[src/inc/dpll_ctl_pkg.sv]
package dpll_ctl_pkg;
   // ==========================================
   // Bus and register map
   localparam int          ADDR_W           = 8;
   localparam logic [7:0]  OFF_CTRL         = 8'h00;
   localparam logic [7:0]  OFF_STATUS       = 8'h04;
   localparam logic [7:0]  OFF_FREE_LO      = 8'h08;
   localparam logic [7:0]  OFF_FREE_HI      = 8'h0c;
   localparam logic [7:0]  OFF_DEV_LO       = 8'h10;
   localparam logic [7:0]  OFF_DEV_HI       = 8'h14;
   localparam logic [7:0]  OFF_FBNUM_LO     = 8'h18;
   localparam logic [7:0]  OFF_FBNUM_HI     = 8'h1c;
   localparam logic [7:0]  OFF_UPDATE       = 8'h20;
   localparam logic [7:0]  OFF_EFFD_LO      = 8'h24;
   localparam logic [7:0]  OFF_EFFD_HI      = 8'h28;
   localparam logic [7:0]  OFF_EFFA_LO      = 8'h2c;
   localparam logic [7:0]  OFF_EFFA_HI      = 8'h30;
   localparam logic [7:0]  OFF_DEN_LO       = 8'h34;
   localparam logic [7:0]  OFF_DEN_HI       = 8'h38;
   localparam logic [7:0]  OFF_ANUM_LO      = 8'h3c;
   localparam logic [7:0]  OFF_ANUM_HI      = 8'h40;
   localparam logic [7:0]  OFF_STEP_SIZE    = 8'h44;
   // CTRL fields
   localparam int          CTRL_STEER_EN    = 0;
   localparam int          CTRL_HIST_EN     = 1;
   localparam int          CTRL_PIN_EN      = 2;
   // STATUS fields
   localparam int          ST_FLL           = 0;
   localparam int          ST_PLL           = 1;
   localparam int          ST_STATE_LSB     = 2;
   localparam int          ST_HIST_VALID    = 4;
   localparam int          ST_FEED_DONE     = 5;
   localparam int          ST_FAST_BW       = 6;
   // ==========================================
   // Widths and reset values
   localparam int          NUM_W            = 40;
   localparam int          DEV_W            = 38;
   localparam logic [39:0] DEN_RESET        = 40'h00_0000_0000;
   localparam logic [39:0] NUM_RESET        = 40'h00_0000_0000;
   localparam logic [31:0] STEP_SIZE_RESET  = 32'h0000_0100;
   // ==========================================
   // Trigger pin timing
   localparam int          CLK_MHZ          = 125;
   localparam int          TRIG_MIN_NS      = 100;
   localparam int          TRIG_MIN_CYC     = (TRIG_MIN_NS * CLK_MHZ + 999) / 1000;
   // ==========================================
   // Channel states
   typedef enum logic [1:0] {
      ST_FREE_RUN,
      ST_ACQUIRE,
      ST_LOCKED,
      ST_HOLDOVER
   } chan_state_t;
endpackage

[src/core/step_edge_detect.sv]
`timescale 1ns/10ps
`default_nettype none
module step_edge_detect
   import dpll_ctl_pkg::*;
(
   input  wire logic clk,        // System clock
   input  wire logic reset_n,    // Async reset, active low
   input  wire logic trig_in,    // Trigger pin level
   input  wire logic dir_in,     // Direction pin level
   output logic      step_pulse, // One step taken
   output logic      step_down   // Direction of that step
);
   logic trig_q;
   logic dir_q;
   logic trig_prev_q;

   // ==========================================
   // Sampling
   // Both pins share one sampling stage so the direction matches its trigger
   always_ff @(posedge clk or negedge reset_n) begin
      if (!reset_n) begin
         trig_q      <= 1'b0;
         dir_q       <= 1'b0;
         trig_prev_q <= 1'b0;
      end else begin
         trig_q      <= trig_in;
         dir_q       <= dir_in;
         trig_prev_q <= trig_q;
      end
   end

   assign step_pulse = trig_q & ~trig_prev_q;
   assign step_down  = dir_q;
endmodule
`default_nettype wire

[src/core/free_run_feeder.sv]
`timescale 1ns/10ps
`default_nettype none
module free_run_feeder
   import dpll_ctl_pkg::*;
(
   input  wire logic              clk,       // System clock
   input  wire logic              reset_n,   // Async reset, active low
   input  wire logic              load,      // New free-run word written
   input  wire logic [NUM_W-1:0]  word,      // Signed free-run word
   input  wire logic [31:0]       step_size, // Magnitude per step
   output logic                   busy,      // Steps still pending
   output logic                   done,      // Word fully applied (level)
   output logic signed [NUM_W-1:0] delta     // Signed step this cycle
);
   logic signed [NUM_W-1:0] rem_q;
   logic                    done_q;
   logic signed [NUM_W-1:0] sz;
   logic signed [NUM_W-1:0] neg_sz;

   assign sz     = signed'({8'h00, step_size});
   assign neg_sz = -sz;
   assign busy   = (rem_q != '0);
   assign done   = done_q;

   always_comb begin
      if (rem_q > sz)
         delta = sz;
      else if (rem_q < neg_sz)
         delta = neg_sz;
      else
         delta = rem_q;
   end

   // ==========================================
   // Remaining word; a fresh load drops what was left
   always_ff @(posedge clk or negedge reset_n) begin
      if (!reset_n) begin
         rem_q <= '0;
      end else if (load) begin
         rem_q <= signed'(word);
      end else begin
         rem_q <= rem_q - delta;
      end
   end

   always_ff @(posedge clk or negedge reset_n) begin
      if (!reset_n) begin
         done_q <= 1'b0;
      end else if (load) begin
         done_q <= 1'b0;
      end else if (busy && (rem_q == delta)) begin
         done_q <= 1'b1;
      end
   end
endmodule
`default_nettype wire

[src/core/dpll_state_and_dco_steering.sv]
// Overview of operation
// - After configuration, lock analog loop to valid crystal input and free-run.
// - Reference lost after lock but without valid history enters free-run.
// - A valid reference in free-run or holdover starts lock acquisition.
// - Wide bandwidth during acquisition, normal bandwidth once acquisition completes.
// - Frequency- and phase-lock-lost flags visible as status bits and pins.
// - Frequency lock gained with history enabled starts history accumulation.
// - Reference lost with no other valid input enters holdover.
// - History disabled: holdover uses signed free-run word offset on numerator.
// - History not valid uses free-run word; valid history uses history word.
// - Holdover entry sets phase-lock-lost and freezes frequency-lock-lost.
// - Valid input in holdover leaves holdover and relocks without glitch.
// - Closed loop steers digital numerator; otherwise steers analog numerator.
// - Steering enable bit set to 1 enables digital steering, even locked.
// - Each relative step adds or subtracts 38-bit deviation word.
// - Step-update write always accepted: 0 steps up, 1 steps down.
// - Trigger pin rising edge applies one step; direction pin 1 is negative. In the code a pin step in the same cycle as a step-update write is dropped.
// - Clearing steering enable discards accumulated offset.
// - Writing the 40-bit feedback numerator sets digital frequency directly.
// - Denominator zero means two to the fortieth; deviation word unsigned.
// - Free-run word stepped when history enabled, else direct; readable back.
// - Free-run word is signed two's complement 40 bits.
// - New free-run word during stepping abandons remaining steps.
// - Completion flag set once free-run word fully fed.
//
// Implementation choices: the address map and the AHB-Lite interface to the registers.
`timescale 1ns/10ps
`default_nettype none
module dpll_state_and_dco_steering
   import dpll_ctl_pkg::*;
(
   input  wire logic        CLK,           // 125 MHz clock
   input  wire logic        RESET_N,       // Async reset, active low
   input  wire logic        HSEL,          // AHB slave select
   input  wire logic [31:0] HADDR,         // AHB address
   input  wire logic [1:0]  HTRANS,        // AHB transfer type
   input  wire logic        HWRITE,        // AHB write
   input  wire logic [2:0]  HSIZE,         // AHB size
   input  wire logic [31:0] HWDATA,        // AHB write data
   input  wire logic        HREADY,        // AHB ready in
   output logic [31:0]      HRDATA,        // AHB read data
   output logic             HREADYOUT,     // AHB ready out
   output logic             HRESP,         // AHB response
   input  wire logic        XO_VALID,      // Crystal input valid
   input  wire logic        REF_VALID,     // At least one valid reference
   input  wire logic        FREQ_LOCKED,   // Frequency lock detector
   input  wire logic        PHASE_LOCKED,  // Phase lock detector
   input  wire logic        HIST_VALID,    // Tuning history valid
   input  wire logic [39:0] HIST_WORD,     // Averaged tuning word
   input  wire logic        STEP_TRIG,     // Step trigger pin
   input  wire logic        STEP_DIR,      // Step direction pin
   output logic             FLL_LOST,      // Frequency lock lost flag pin
   output logic             PLL_LOST,      // Phase lock lost flag pin
   output logic             APLL_LOCK_XO,  // Analog loop locking to crystal
   output logic             FAST_BW,       // Wide acquisition bandwidth
   output logic             HIST_ACCUM,    // History accumulation running
   output logic             DPLL_CLOSED,   // Digital loop drives analog loop
   output logic [39:0]      DPLL_NUM_EFF,  // Effective digital numerator
   output logic [39:0]      DPLL_DEN_EFF,  // Denominator, zero reads as max
   output logic [39:0]      APLL_NUM_EFF   // Effective analog numerator
);
   // ==========================================
   // Registers
   chan_state_t      state_q;
   logic             steer_en_q;
   logic             hist_en_q;
   logic             pin_en_q;
   logic [39:0]      free_word_q;
   logic [37:0]      dev_word_q;
   logic [39:0]      fb_num_q;
   logic [39:0]      den_q;
   logic [39:0]      anum_q;
   logic [31:0]      step_size_q;
   logic signed [39:0] dco_off_q;
   logic signed [39:0] afeed_q;
   logic             fll_q;
   logic             pll_q;
   logic             hist_acc_q;
   logic             wr_pend_q;
   logic             rd_pend_q;
   logic [7:0]       addr_q;
   logic [31:0]      rdata_q;

   logic             bus_take;
   logic             sw_step;
   logic             sw_down;
   logic             pin_step;
   logic             pin_down;
   logic             feed_load;
   logic             feed_load_q;
   logic             feed_busy;
   logic             feed_done;
   logic signed [39:0] feed_delta;
   logic signed [39:0] dev_s;
   logic [39:0]      hold_word;

   function automatic logic is_reg(input logic [7:0] a, input logic [7:0] off);
      return a == off;
   endfunction

   // ==========================================
   // AHB-Lite slave; zero wait states, always OKAY
   assign bus_take  = HSEL & HREADY & HTRANS[1];
   assign HREADYOUT = 1'b1;
   assign HRESP     = 1'b0;
   assign HRDATA    = rdata_q;

   always_ff @(posedge CLK or negedge RESET_N) begin
      if (!RESET_N) begin
         wr_pend_q <= 1'b0;
         rd_pend_q <= 1'b0;
         addr_q    <= 8'h00;
      end else begin
         wr_pend_q <= bus_take & HWRITE;
         rd_pend_q <= bus_take & ~HWRITE;
         if (bus_take)
            addr_q <= HADDR[ADDR_W-1:0];
      end
   end

   assign sw_step   = wr_pend_q & is_reg(addr_q, OFF_UPDATE);
   assign sw_down   = HWDATA[0];
   assign feed_load = wr_pend_q & (is_reg(addr_q, OFF_FREE_LO) | is_reg(addr_q, OFF_FREE_HI));

   // Word half lands on the write edge; feeding it then would restart from the old word
   always_ff @(posedge CLK or negedge RESET_N) begin
      if (!RESET_N) begin
         feed_load_q <= 1'b0;
      end else begin
         feed_load_q <= feed_load;
      end
   end

   always_ff @(posedge CLK or negedge RESET_N) begin
      if (!RESET_N) begin
         steer_en_q  <= 1'b0;
         hist_en_q   <= 1'b0;
         pin_en_q    <= 1'b0;
         free_word_q <= NUM_RESET;
         dev_word_q  <= '0;
         den_q       <= DEN_RESET;
         anum_q      <= NUM_RESET;
         step_size_q <= STEP_SIZE_RESET;
      end else if (wr_pend_q) begin
         unique case (addr_q)
            OFF_CTRL: begin
               steer_en_q <= HWDATA[CTRL_STEER_EN];
               hist_en_q  <= HWDATA[CTRL_HIST_EN];
               pin_en_q   <= HWDATA[CTRL_PIN_EN];
            end
            OFF_FREE_LO:   free_word_q[31:0]  <= HWDATA;
            OFF_FREE_HI:   free_word_q[39:32] <= HWDATA[7:0];
            OFF_DEV_LO:    dev_word_q[31:0]   <= HWDATA;
            OFF_DEV_HI:    dev_word_q[37:32]  <= HWDATA[5:0];
            OFF_DEN_LO:    den_q[31:0]        <= HWDATA;
            OFF_DEN_HI:    den_q[39:32]       <= HWDATA[7:0];
            OFF_ANUM_LO:   anum_q[31:0]       <= HWDATA;
            OFF_ANUM_HI:   anum_q[39:32]      <= HWDATA[7:0];
            OFF_STEP_SIZE: step_size_q        <= HWDATA;
            default: ;
         endcase
      end
   end

   // Feedback numerator is written separately so absolute steering stays clear
   always_ff @(posedge CLK or negedge RESET_N) begin
      if (!RESET_N) begin
         fb_num_q <= NUM_RESET;
      end else if (wr_pend_q && is_reg(addr_q, OFF_FBNUM_LO)) begin
         fb_num_q[31:0] <= HWDATA;
      end else if (wr_pend_q && is_reg(addr_q, OFF_FBNUM_HI)) begin
         fb_num_q[39:32] <= HWDATA[7:0];
      end
   end

   // ==========================================
   // Channel state machine
   always_ff @(posedge CLK or negedge RESET_N) begin
      if (!RESET_N) begin
         state_q <= ST_FREE_RUN;
      end else begin
         unique case (state_q)
            ST_FREE_RUN:
               if (REF_VALID)
                  state_q <= ST_ACQUIRE;
            ST_ACQUIRE:
               if (!REF_VALID)
                  state_q <= ST_FREE_RUN;
               else if (FREQ_LOCKED && PHASE_LOCKED)
                  state_q <= ST_LOCKED;
            ST_LOCKED:
               if (!REF_VALID)
                  state_q <= HIST_VALID ? ST_HOLDOVER : ST_FREE_RUN;
            ST_HOLDOVER:
               if (REF_VALID)
                  state_q <= ST_ACQUIRE;
         endcase
      end
   end

   assign APLL_LOCK_XO = XO_VALID;
   assign FAST_BW      = (state_q == ST_ACQUIRE);
   assign DPLL_CLOSED  = (state_q == ST_ACQUIRE) | (state_q == ST_LOCKED);

   // ==========================================
   // Lock flags
   always_ff @(posedge CLK or negedge RESET_N) begin
      if (!RESET_N) begin
         fll_q <= 1'b1;
         pll_q <= 1'b1;
      end else begin
         if (state_q != ST_HOLDOVER)
            fll_q <= ~FREQ_LOCKED;
         if (state_q == ST_HOLDOVER || (state_q == ST_LOCKED && !REF_VALID))
            pll_q <= 1'b1;
         else
            pll_q <= ~PHASE_LOCKED;
      end
   end

   assign FLL_LOST = fll_q;
   assign PLL_LOST = pll_q;

   always_ff @(posedge CLK or negedge RESET_N) begin
      if (!RESET_N) begin
         hist_acc_q <= 1'b0;
      end else begin
         hist_acc_q <= hist_en_q & DPLL_CLOSED & ~fll_q;
      end
   end

   assign HIST_ACCUM = hist_acc_q;

   // ==========================================
   // Digital loop relative steering
   step_edge_detect u_pins (
      .clk        (CLK),
      .reset_n    (RESET_N),
      .trig_in    (STEP_TRIG),
      .dir_in     (STEP_DIR),
      .step_pulse (pin_step),
      .step_down  (pin_down)
   );

   assign dev_s = signed'({2'b00, dev_word_q});

   always_ff @(posedge CLK or negedge RESET_N) begin
      if (!RESET_N) begin
         dco_off_q <= '0;
      end else if (!steer_en_q) begin
         dco_off_q <= '0;
      end else if (sw_step) begin
         dco_off_q <= sw_down ? dco_off_q - dev_s : dco_off_q + dev_s;
      end else if (pin_en_q && pin_step) begin
         dco_off_q <= pin_down ? dco_off_q - dev_s : dco_off_q + dev_s;
      end
   end

   assign DPLL_NUM_EFF = fb_num_q + dco_off_q;
   assign DPLL_DEN_EFF = den_q;                         // zero means full scale

   // ==========================================
   // Analog loop steering in holdover or free-run
   free_run_feeder u_feed (
      .clk       (CLK),
      .reset_n   (RESET_N),
      .load      (feed_load_q & hist_en_q),
      .word      (free_word_q),
      .step_size (step_size_q),
      .busy      (feed_busy),
      .done      (feed_done),
      .delta     (feed_delta)
   );

   always_ff @(posedge CLK or negedge RESET_N) begin
      if (!RESET_N) begin
         afeed_q <= '0;
      end else if (hist_en_q && feed_busy) begin
         afeed_q <= afeed_q + feed_delta;
      end
   end

   // Holdover frequency source
   always_comb begin
      if (hist_en_q && HIST_VALID)
         hold_word = HIST_WORD;
      else
         hold_word = free_word_q;
   end

   always_comb begin
      if (DPLL_CLOSED)
         APLL_NUM_EFF = DPLL_NUM_EFF;
      else if (state_q == ST_HOLDOVER && hist_en_q && HIST_VALID)
         APLL_NUM_EFF = anum_q + hold_word;
      else if (hist_en_q)
         APLL_NUM_EFF = anum_q + afeed_q;
      else
         APLL_NUM_EFF = anum_q + hold_word;
   end

   // ==========================================
   // Read data
   always_ff @(posedge CLK or negedge RESET_N) begin
      if (!RESET_N) begin
         rdata_q <= 32'h0000_0000;
      end else if (bus_take && !HWRITE) begin
         unique case (HADDR[ADDR_W-1:0])
            OFF_CTRL:      rdata_q <= {29'h0, pin_en_q, hist_en_q, steer_en_q};
            OFF_STATUS:    rdata_q <= {25'h0, FAST_BW, feed_done, HIST_VALID,
                                       state_q, pll_q, fll_q};
            OFF_FREE_LO:   rdata_q <= free_word_q[31:0];
            OFF_FREE_HI:   rdata_q <= {24'h0, free_word_q[39:32]};
            OFF_DEV_LO:    rdata_q <= dev_word_q[31:0];
            OFF_DEV_HI:    rdata_q <= {26'h0, dev_word_q[37:32]};
            OFF_FBNUM_LO:  rdata_q <= fb_num_q[31:0];
            OFF_FBNUM_HI:  rdata_q <= {24'h0, fb_num_q[39:32]};
            OFF_EFFD_LO:   rdata_q <= DPLL_NUM_EFF[31:0];
            OFF_EFFD_HI:   rdata_q <= {24'h0, DPLL_NUM_EFF[39:32]};
            OFF_EFFA_LO:   rdata_q <= APLL_NUM_EFF[31:0];
            OFF_EFFA_HI:   rdata_q <= {24'h0, APLL_NUM_EFF[39:32]};
            OFF_DEN_LO:    rdata_q <= den_q[31:0];
            OFF_DEN_HI:    rdata_q <= {24'h0, den_q[39:32]};
            OFF_ANUM_LO:   rdata_q <= anum_q[31:0];
            OFF_ANUM_HI:   rdata_q <= {24'h0, anum_q[39:32]};
            OFF_STEP_SIZE: rdata_q <= step_size_q;
            default:       rdata_q <= 32'h0000_0000;
         endcase
      end
   end
endmodule
`default_nettype wire

[config.mk]
export PLATFORM = sky130hd
export DESIGN_NAME = dpll_state_and_dco_steering
export DESIGN_NICKNAME = d
export VERILOG_FILES = /design/src/inc/dpll_ctl_pkg.sv /design/src/core/step_edge_detect.sv /design/src/core/free_run_feeder.sv /design/src/core/dpll_state_and_dco_steering.sv
export SDC_FILE = /design/constraint.sdc
export NUM_CORES = 2
export LEC_CHECK = 0
export BUFFER_PORTS_ARGS = -buffer_cell sky130_fd_sc_hd__buf_4
export CORE_MARGIN = 3
export CORE_UTILIZATION = 35
export CTS_CLUSTER_SIZE = 30
export DETAILED_ROUTE_END_ITERATION = 10
export HOLD_SLACK_MARGIN = 0.06
export PLACE_DENSITY = 0.62
export SETUP_SLACK_MARGIN = 0.3
export SYNTH_ARGS = -nofsm -noshare
export SYNTH_HDL_FRONTEND = slang
export SYNTH_SLANG_ARGS = --single-unit
[constraint.sdc]
create_clock -name CLK -period 17.85 [get_ports CLK]
set_input_delay 1.785 -clock CLK [delete_from_list [all_inputs] [get_ports CLK]]
set_output_delay 1.785 -clock CLK [all_outputs]
set_load 0.01 [all_outputs]
Yosys cells after proc, flatten, opt, wreduce, memory -nomap -nowiden
Index checks and enable logic that the tools add are counted.
- register bits after elaboration: 404
- input bits: 121
- output and inout bits: 160
- word-level logic and storage cells: 146
- add/subtract/negate cells: 8
- $lt $le $gt $ge: 2
- equal/unequal tests: 37
- muxes and demuxes: 22
- bitwise gates (word level): 16
- reduce and logical (&&, ||, !) cells: 32
- operator list (kind ; count):
    $pmux 32 s17 ; 1
    $mux 40 ; 12
    $add 40x40->40 ; 4
    $eq 8x6->1 const B ; 11
    $eq 8x5->1 const B ; 8
    $add 40x39->40 ; 1
    $eq 40x40->1 ; 1
    $gt 40x33->1 ; 1
    $lt 40x40->1 ; 1
    $neg 32->40 ; 1
    $reduce_bool 40->1 ; 1
    $sub 40x39->40 ; 1
    $sub 40x40->40 ; 1
    $eq 8x4->1 const B ; 4
    $eq 8x7->1 const B ; 4
    $reduce_and 2->1 ; 11
    $logic_not 8->1 ; 2
    $logic_and 1x1->1 ; 11
    $mux 2 ; 5
    $and 1x1->1 ; 9
    $eq 8x3->1 const B ; 1
    $pmux 2 s3 ; 1
    $not 1->1 ; 5
    $eq 2x2->1 const B ; 2
    13 further kinds ; 18

Longest topological paths before layout
- word-level depth: 8
- mapped depth: 38
- depth with buffers taken out: 36

By module
From an unflattened synthesis, not the netlist that was laid out.
- cells, all modules: 4575
- area total of the unflattened synthesis: 37925.1 um^2
- by module, submodules not included (module ; instances ; cells each ; area each (um^2) ; sequential area each (um^2)):
    dpll_state_and_dco_steering ; 1 ; 3321 ; 29076.6 ; 9012.4
    free_run_feeder ; 1 ; 1250 ; 8759.7 ; 1026.0
    step_edge_detect ; 1 ; 4 ; 88.8 ; 75.1

Least setup slack after synthesis
OpenSTA, ideal clock, no wires.
- path kind: register -> register
- start point: reg step_size_q[1]
- end point: reg u_feed.rem_q[31]
- setup time: 129 ps
- data arrival time: 7883 ps
- required time: 17721 ps
- path slack: 9838 ps
- cell stages (with the launch flop): 37
- path buffers: 3
- clock period less this slack: 8012 ps
- path through: dfrtp_1 > inv_1 > ha_1 > nand3_1 > or3_4 > nor2_1 > and3_1 > clkbuf_2 > nand3_1 > or3_1 > nor3_1 > xnor2_1 > ha_1 > a21o_1 > a21oi_1 > o21ai_0 > a22o_1 > a2111oi_0 > mux2i_1 > buf_2 > buf_1 > o21ai_0 > nand2_1 > a21boi_0 > ha_1 > nor2b_1 > o21ai_1 > a21boi_1 > o32ai_2 > o21ai_1 > a311oi_2 > o31ai_1 > a21o_1 > a2111o_1 > a31oi_1 > xor2_1 > o21ai_1
- longest elaborated chain between the ends: 6
- elaborated cells between the ends (all ways): 7
- classes of those cells: add/sub (2); order compare (2); mux (3)
- ends and longest elaborated chain (element ; line ; text):
    start: declaration ; dpll_state_and_dco_steering.sv:73 ; logic [31:0] step_size_q;
    start signal: assignment ; dpll_state_and_dco_steering.sv:143 ; step_size_q <= STEP_SIZE_RESET;
    start signal: assignment ; dpll_state_and_dco_steering.sv:159 ; OFF_STEP_SIZE: step_size_q <= HWDATA;
    $neg 32->40 ; free_run_feeder.sv:21 ; assign neg_sz = -sz;
    $lt 40x40->1 ; free_run_feeder.sv:28 ; else if (rem_q < neg_sz)
    $mux 40 ; free_run_feeder.sv:28 ;
    $mux 40 * ; free_run_feeder.sv:26 ; if (rem_q > sz)
    $sub 40x40->40 * ; free_run_feeder.sv:42 ; rem_q <= rem_q - delta;
    $mux 40 * ; free_run_feeder.sv:39 ; end else if (load) begin
    end signal: assignment ; free_run_feeder.sv:40 ; rem_q <= signed'(word);
    end signal: assignment ; free_run_feeder.sv:42 ;
    end: declaration ; free_run_feeder.sv:15 ; logic signed [NUM_W-1:0] rem_q;
Every way passes the cells marked *; elsewhere a longest branch is shown, timed or not.
A chain may end at the register's enable or synchronous reset.

Worst setup path in the final report
- start point: reg step_size_q[2]
- end point: reg u_feed.rem_q[39]
The elaborated chain is that of the path after synthesis.

==> results.toml <==
[worst_setup_path]
critPathLaunchType = "register"
path_class = "reg2reg"
crit_required_ns = 18.31
critPathSlowestCell = "nor4_1"
worst_path_largest_cell_delay_ns = 0.68
endpoint_kind = "register"
cp_max_fo = 58
worstPathArrival_ns = 11.09
cp_common_cell = "a21o_1"

[sta]
layout_min_cycle_time_ns = 10.63
tightestPinTransition_ns = 1.09
timing.final.max_slew_violations = 0
maxSlewHeadroom_pct = 26.5
rsz0062_at_grt = "false"
setup_viol = 0
setup_tns_ns = 0
hold_viol = 0
fmax_mhz = 94.0
clock_skew_ns = 0.0248
fin_crit_sh_pct = 59.6

[clock_tree]
clk_path_buf_depth = 3
cts_sinks = 404
h-tree-depth = 2
path_clk_slew_ns = 0.06
insertion_delay_ns = 0.62
cts-root-buf = "clkbuf_16"
cts.repair.resized = 0
cts_tree = "built"
cts_inserted_buffers = 46
hold_buffers = 0
post_cts_buffers = 0

[run_status]
status = "finished clean"

[die]
core_area_um2 = 100000
start_util_pct = 35.3
die_w_um = 324
die_area_um2 = 105000
die_h_um = 324
rows = 116
io_pins = 281

[finish]
most-common-layout-cells = "401 x dfrtp_1, 368 x a21oi_1, 345 x ha_1"
layout.cells.non_filler = 5700
fin_util_pct = 40.2
drive_above_1_share_pct = 16.1
fillers = 10132
layout_commonest_cell = "dfrtp_1"
area_growth_syn_to_layout_pct = 13.7
finalNetCount = 4780

[global_routing]
antenna_found_initial = 2
grt_usage_pct = 26.6
grt_pass1_vias = 32677
overflow = 0
grt_pass1_wl_um = 210000
grt_max_degree = 94

[yosys]
synth.distinct_cells = 96
yosys_warnings = 0
avgSynthCellArea_um2 = 8.52
synth_cells = 4159
ys.flop_type = "dfrtp_1"
ys_seq_area_share_pct = 28.6
netlist_area_um2 = 35400
yosys_register_bits = 404
synth_edf_count = 0
syn_nets = 4633
synthArstFlopShare_pct = 100

[power_and_ir_drop]
clockPowerShare_pct = 16.1
pwr-share-comb_pct = 62.9
leakagePower_uw = 0.0188
ir_drop_mv = 0.0994
sequentialPowerShare_pct = 21.0
power_switching_share_pct = 48.0
switchingPower_uw = 3090
internal-power_uw = 3340
power_density_nw_per_um2 = 160

[routing]
drcViolationCount = 0
drt_iter0_drc = 3422
avgViaCountPerCell = 5.97
routed_wirelength_um = 143000
drt-wirelength-per-cell_um = 25.1
dr.pass1.iters = 7
postRouteAntennaNets = 0
via_count = 34027

[placement]
dp_hpwl_um = 112000
dp_cells = 5615
gp_congestion = 0.959
portBuffers = 248

[min_path]
holdCritPathClass = "reg2reg"

[run]
drv_cap = 0
final timing paths:
| check | startpoint | to | slack, ns | depth (start not counted) |
|---|---|---|---|---|
| setup / recovery | step_size_q[2]$_DFFE_PN0P_ | u_feed.rem_q[39]$_DFF_PN0_ | 7.22 | 32 |
| hold / removal | u_pins.trig_q$_DFF_PN0_ | u_pins.trig_prev_q$_DFF_PN0_ | 0.43 | 0 |
| setup reg to reg | step_size_q[2]$_DFFE_PN0P_ | u_feed.rem_q[39]$_DFF_PN0_ | 7.22 | 32 |
| hold reg to reg | u_pins.trig_q$_DFF_PN0_ | u_pins.trig_prev_q$_DFF_PN0_ | 0.43 | 0 |
| max in group asynchronous | RESET_N | HRDATA[24]$_DFFE_PN0P_ | 14.36 | 3 |
| min in group asynchronous | RESET_N | step_size_q[3]$_DFFE_PN0P_ | 1.19 | 1 |
per-layer routing:
layer  GRT usage, %  part of all wire (%)  up-vias
met2           43.5                    46     1471
li1               -                     -    15592
met5              0                     0        -
met3           3.74                   8.4      265
met1           35.8                    42    16699
met4           9.46                   4.0        0
final cells by class:
class | count | area [µm²] | share of cell area (%)
Timing Repair Buffer | 292 | 2200 | 5.46
Clock inverter | 20 | 254 | 0.631
Sequential cell | 404 | 10100 | 25.1
Multi-Input combinational cell | 3340 | 23800 | 59.2
Inverter | 222 | 833 | 2.07
Antenna cell | 1 | 2.50 | 0.00621
Clock buffer | 64 | 1340 | 3.33
Tap cell | 1357 | 1700 | 4.22
sequential cells by signal, indices dropped and copies added (netlist names), 2 cells and up:
register,cells
DPLL_DEN_EFF,40
step_size_q,32
addr_q,8
anum_q,40
dev_word_q,38
state_q,2
free_word_q,40
dco_off_q,40
HRDATA,32
fb_num_q,40
afeed_q,40
u_feed.rem_q,40
cells in the mapped netlist, types with 46 or more instances:
library cell / n / area, µm²
nand2_1: 336 / 1260
a211oi_1: 60 / 450
nand4_1: 52 / 325
dfrtp_1: 401 / 10000
xor2_1: 61 / 534
nor3_1: 67 / 335
nor2_1: 331 / 1240
a21o_1: 156 / 1170
mux2_2: 257 / 2890
inv_1: 220 / 826
ha_1: 346 / 4330
a22oi_1: 46 / 345
a21oi_1: 368 / 1840
xnor2_1: 164 / 1440
clkbuf_1: 154 / 578
nand2b_1: 46 / 288
o21ai_0: 290 / 1450
nand3_1: 101 / 505
logic make-up (layout without fill, tap and decap cells):
logic type | count (synthesis) | after routing | synth area share (%)
DFF | 404 | 404 | 28.6
other | 2 | 3 | 0.0212
AOI/OAI and AO/OA | 1335 | 1335 | 24.5
adders and majority gates | 353 | 353 | 12.6
and+or+nand+nor | 1131 | 1131 | 15.0
xor gates and xnor gates | 225 | 225 | 5.56
buffers and inverters | 415 | 598 | 4.49
muxes | 294 | 294 | 9.22
worst max-delay path: cells and delay by family, from the launching register on:
family / cells / cell delay [ns]
AOI/OAI and AO/OA: 15 / 3.90
and+or+nand+nor: 10 / 3.70
muxes: 2 / 0.76
buffers and inverters: 2 / 0.72
adders and majority gates: 2 / 0.65
DFF: 1 / 0.56
xor gates and xnor gates: 1 / 0.17
power groups by stage:
stage / sequential (µW) / combinational [µW] / clock, µW
3_3_place_gp: 1360 / 3930 / 0
5_1_grt: 1370 / 4430 / 1080
6_report: 1350 / 4050 / 1030
4_1_cts: 1340 / 4000 / 1050
3_5_place_dp: 1360 / 3970 / 0
2_1_floorplan: 1250 / 2820 / 0
stage by stage:
stage	total power [µW]	area, µm²	hold WS [ns]	setup WS (ns)
final	6430	40300	0.426	7.22
after floorplan	4070	35400	0.354	9.84
after CTS	6390	40300	0.428	7.30
after global placement	5290	38700	0.397	7.43
after detailed placement	5320	38700	0.409	7.36
after global routing	6880	40300	0.437	6.67
No activity file was read; power rests on OpenSTA's default activity.
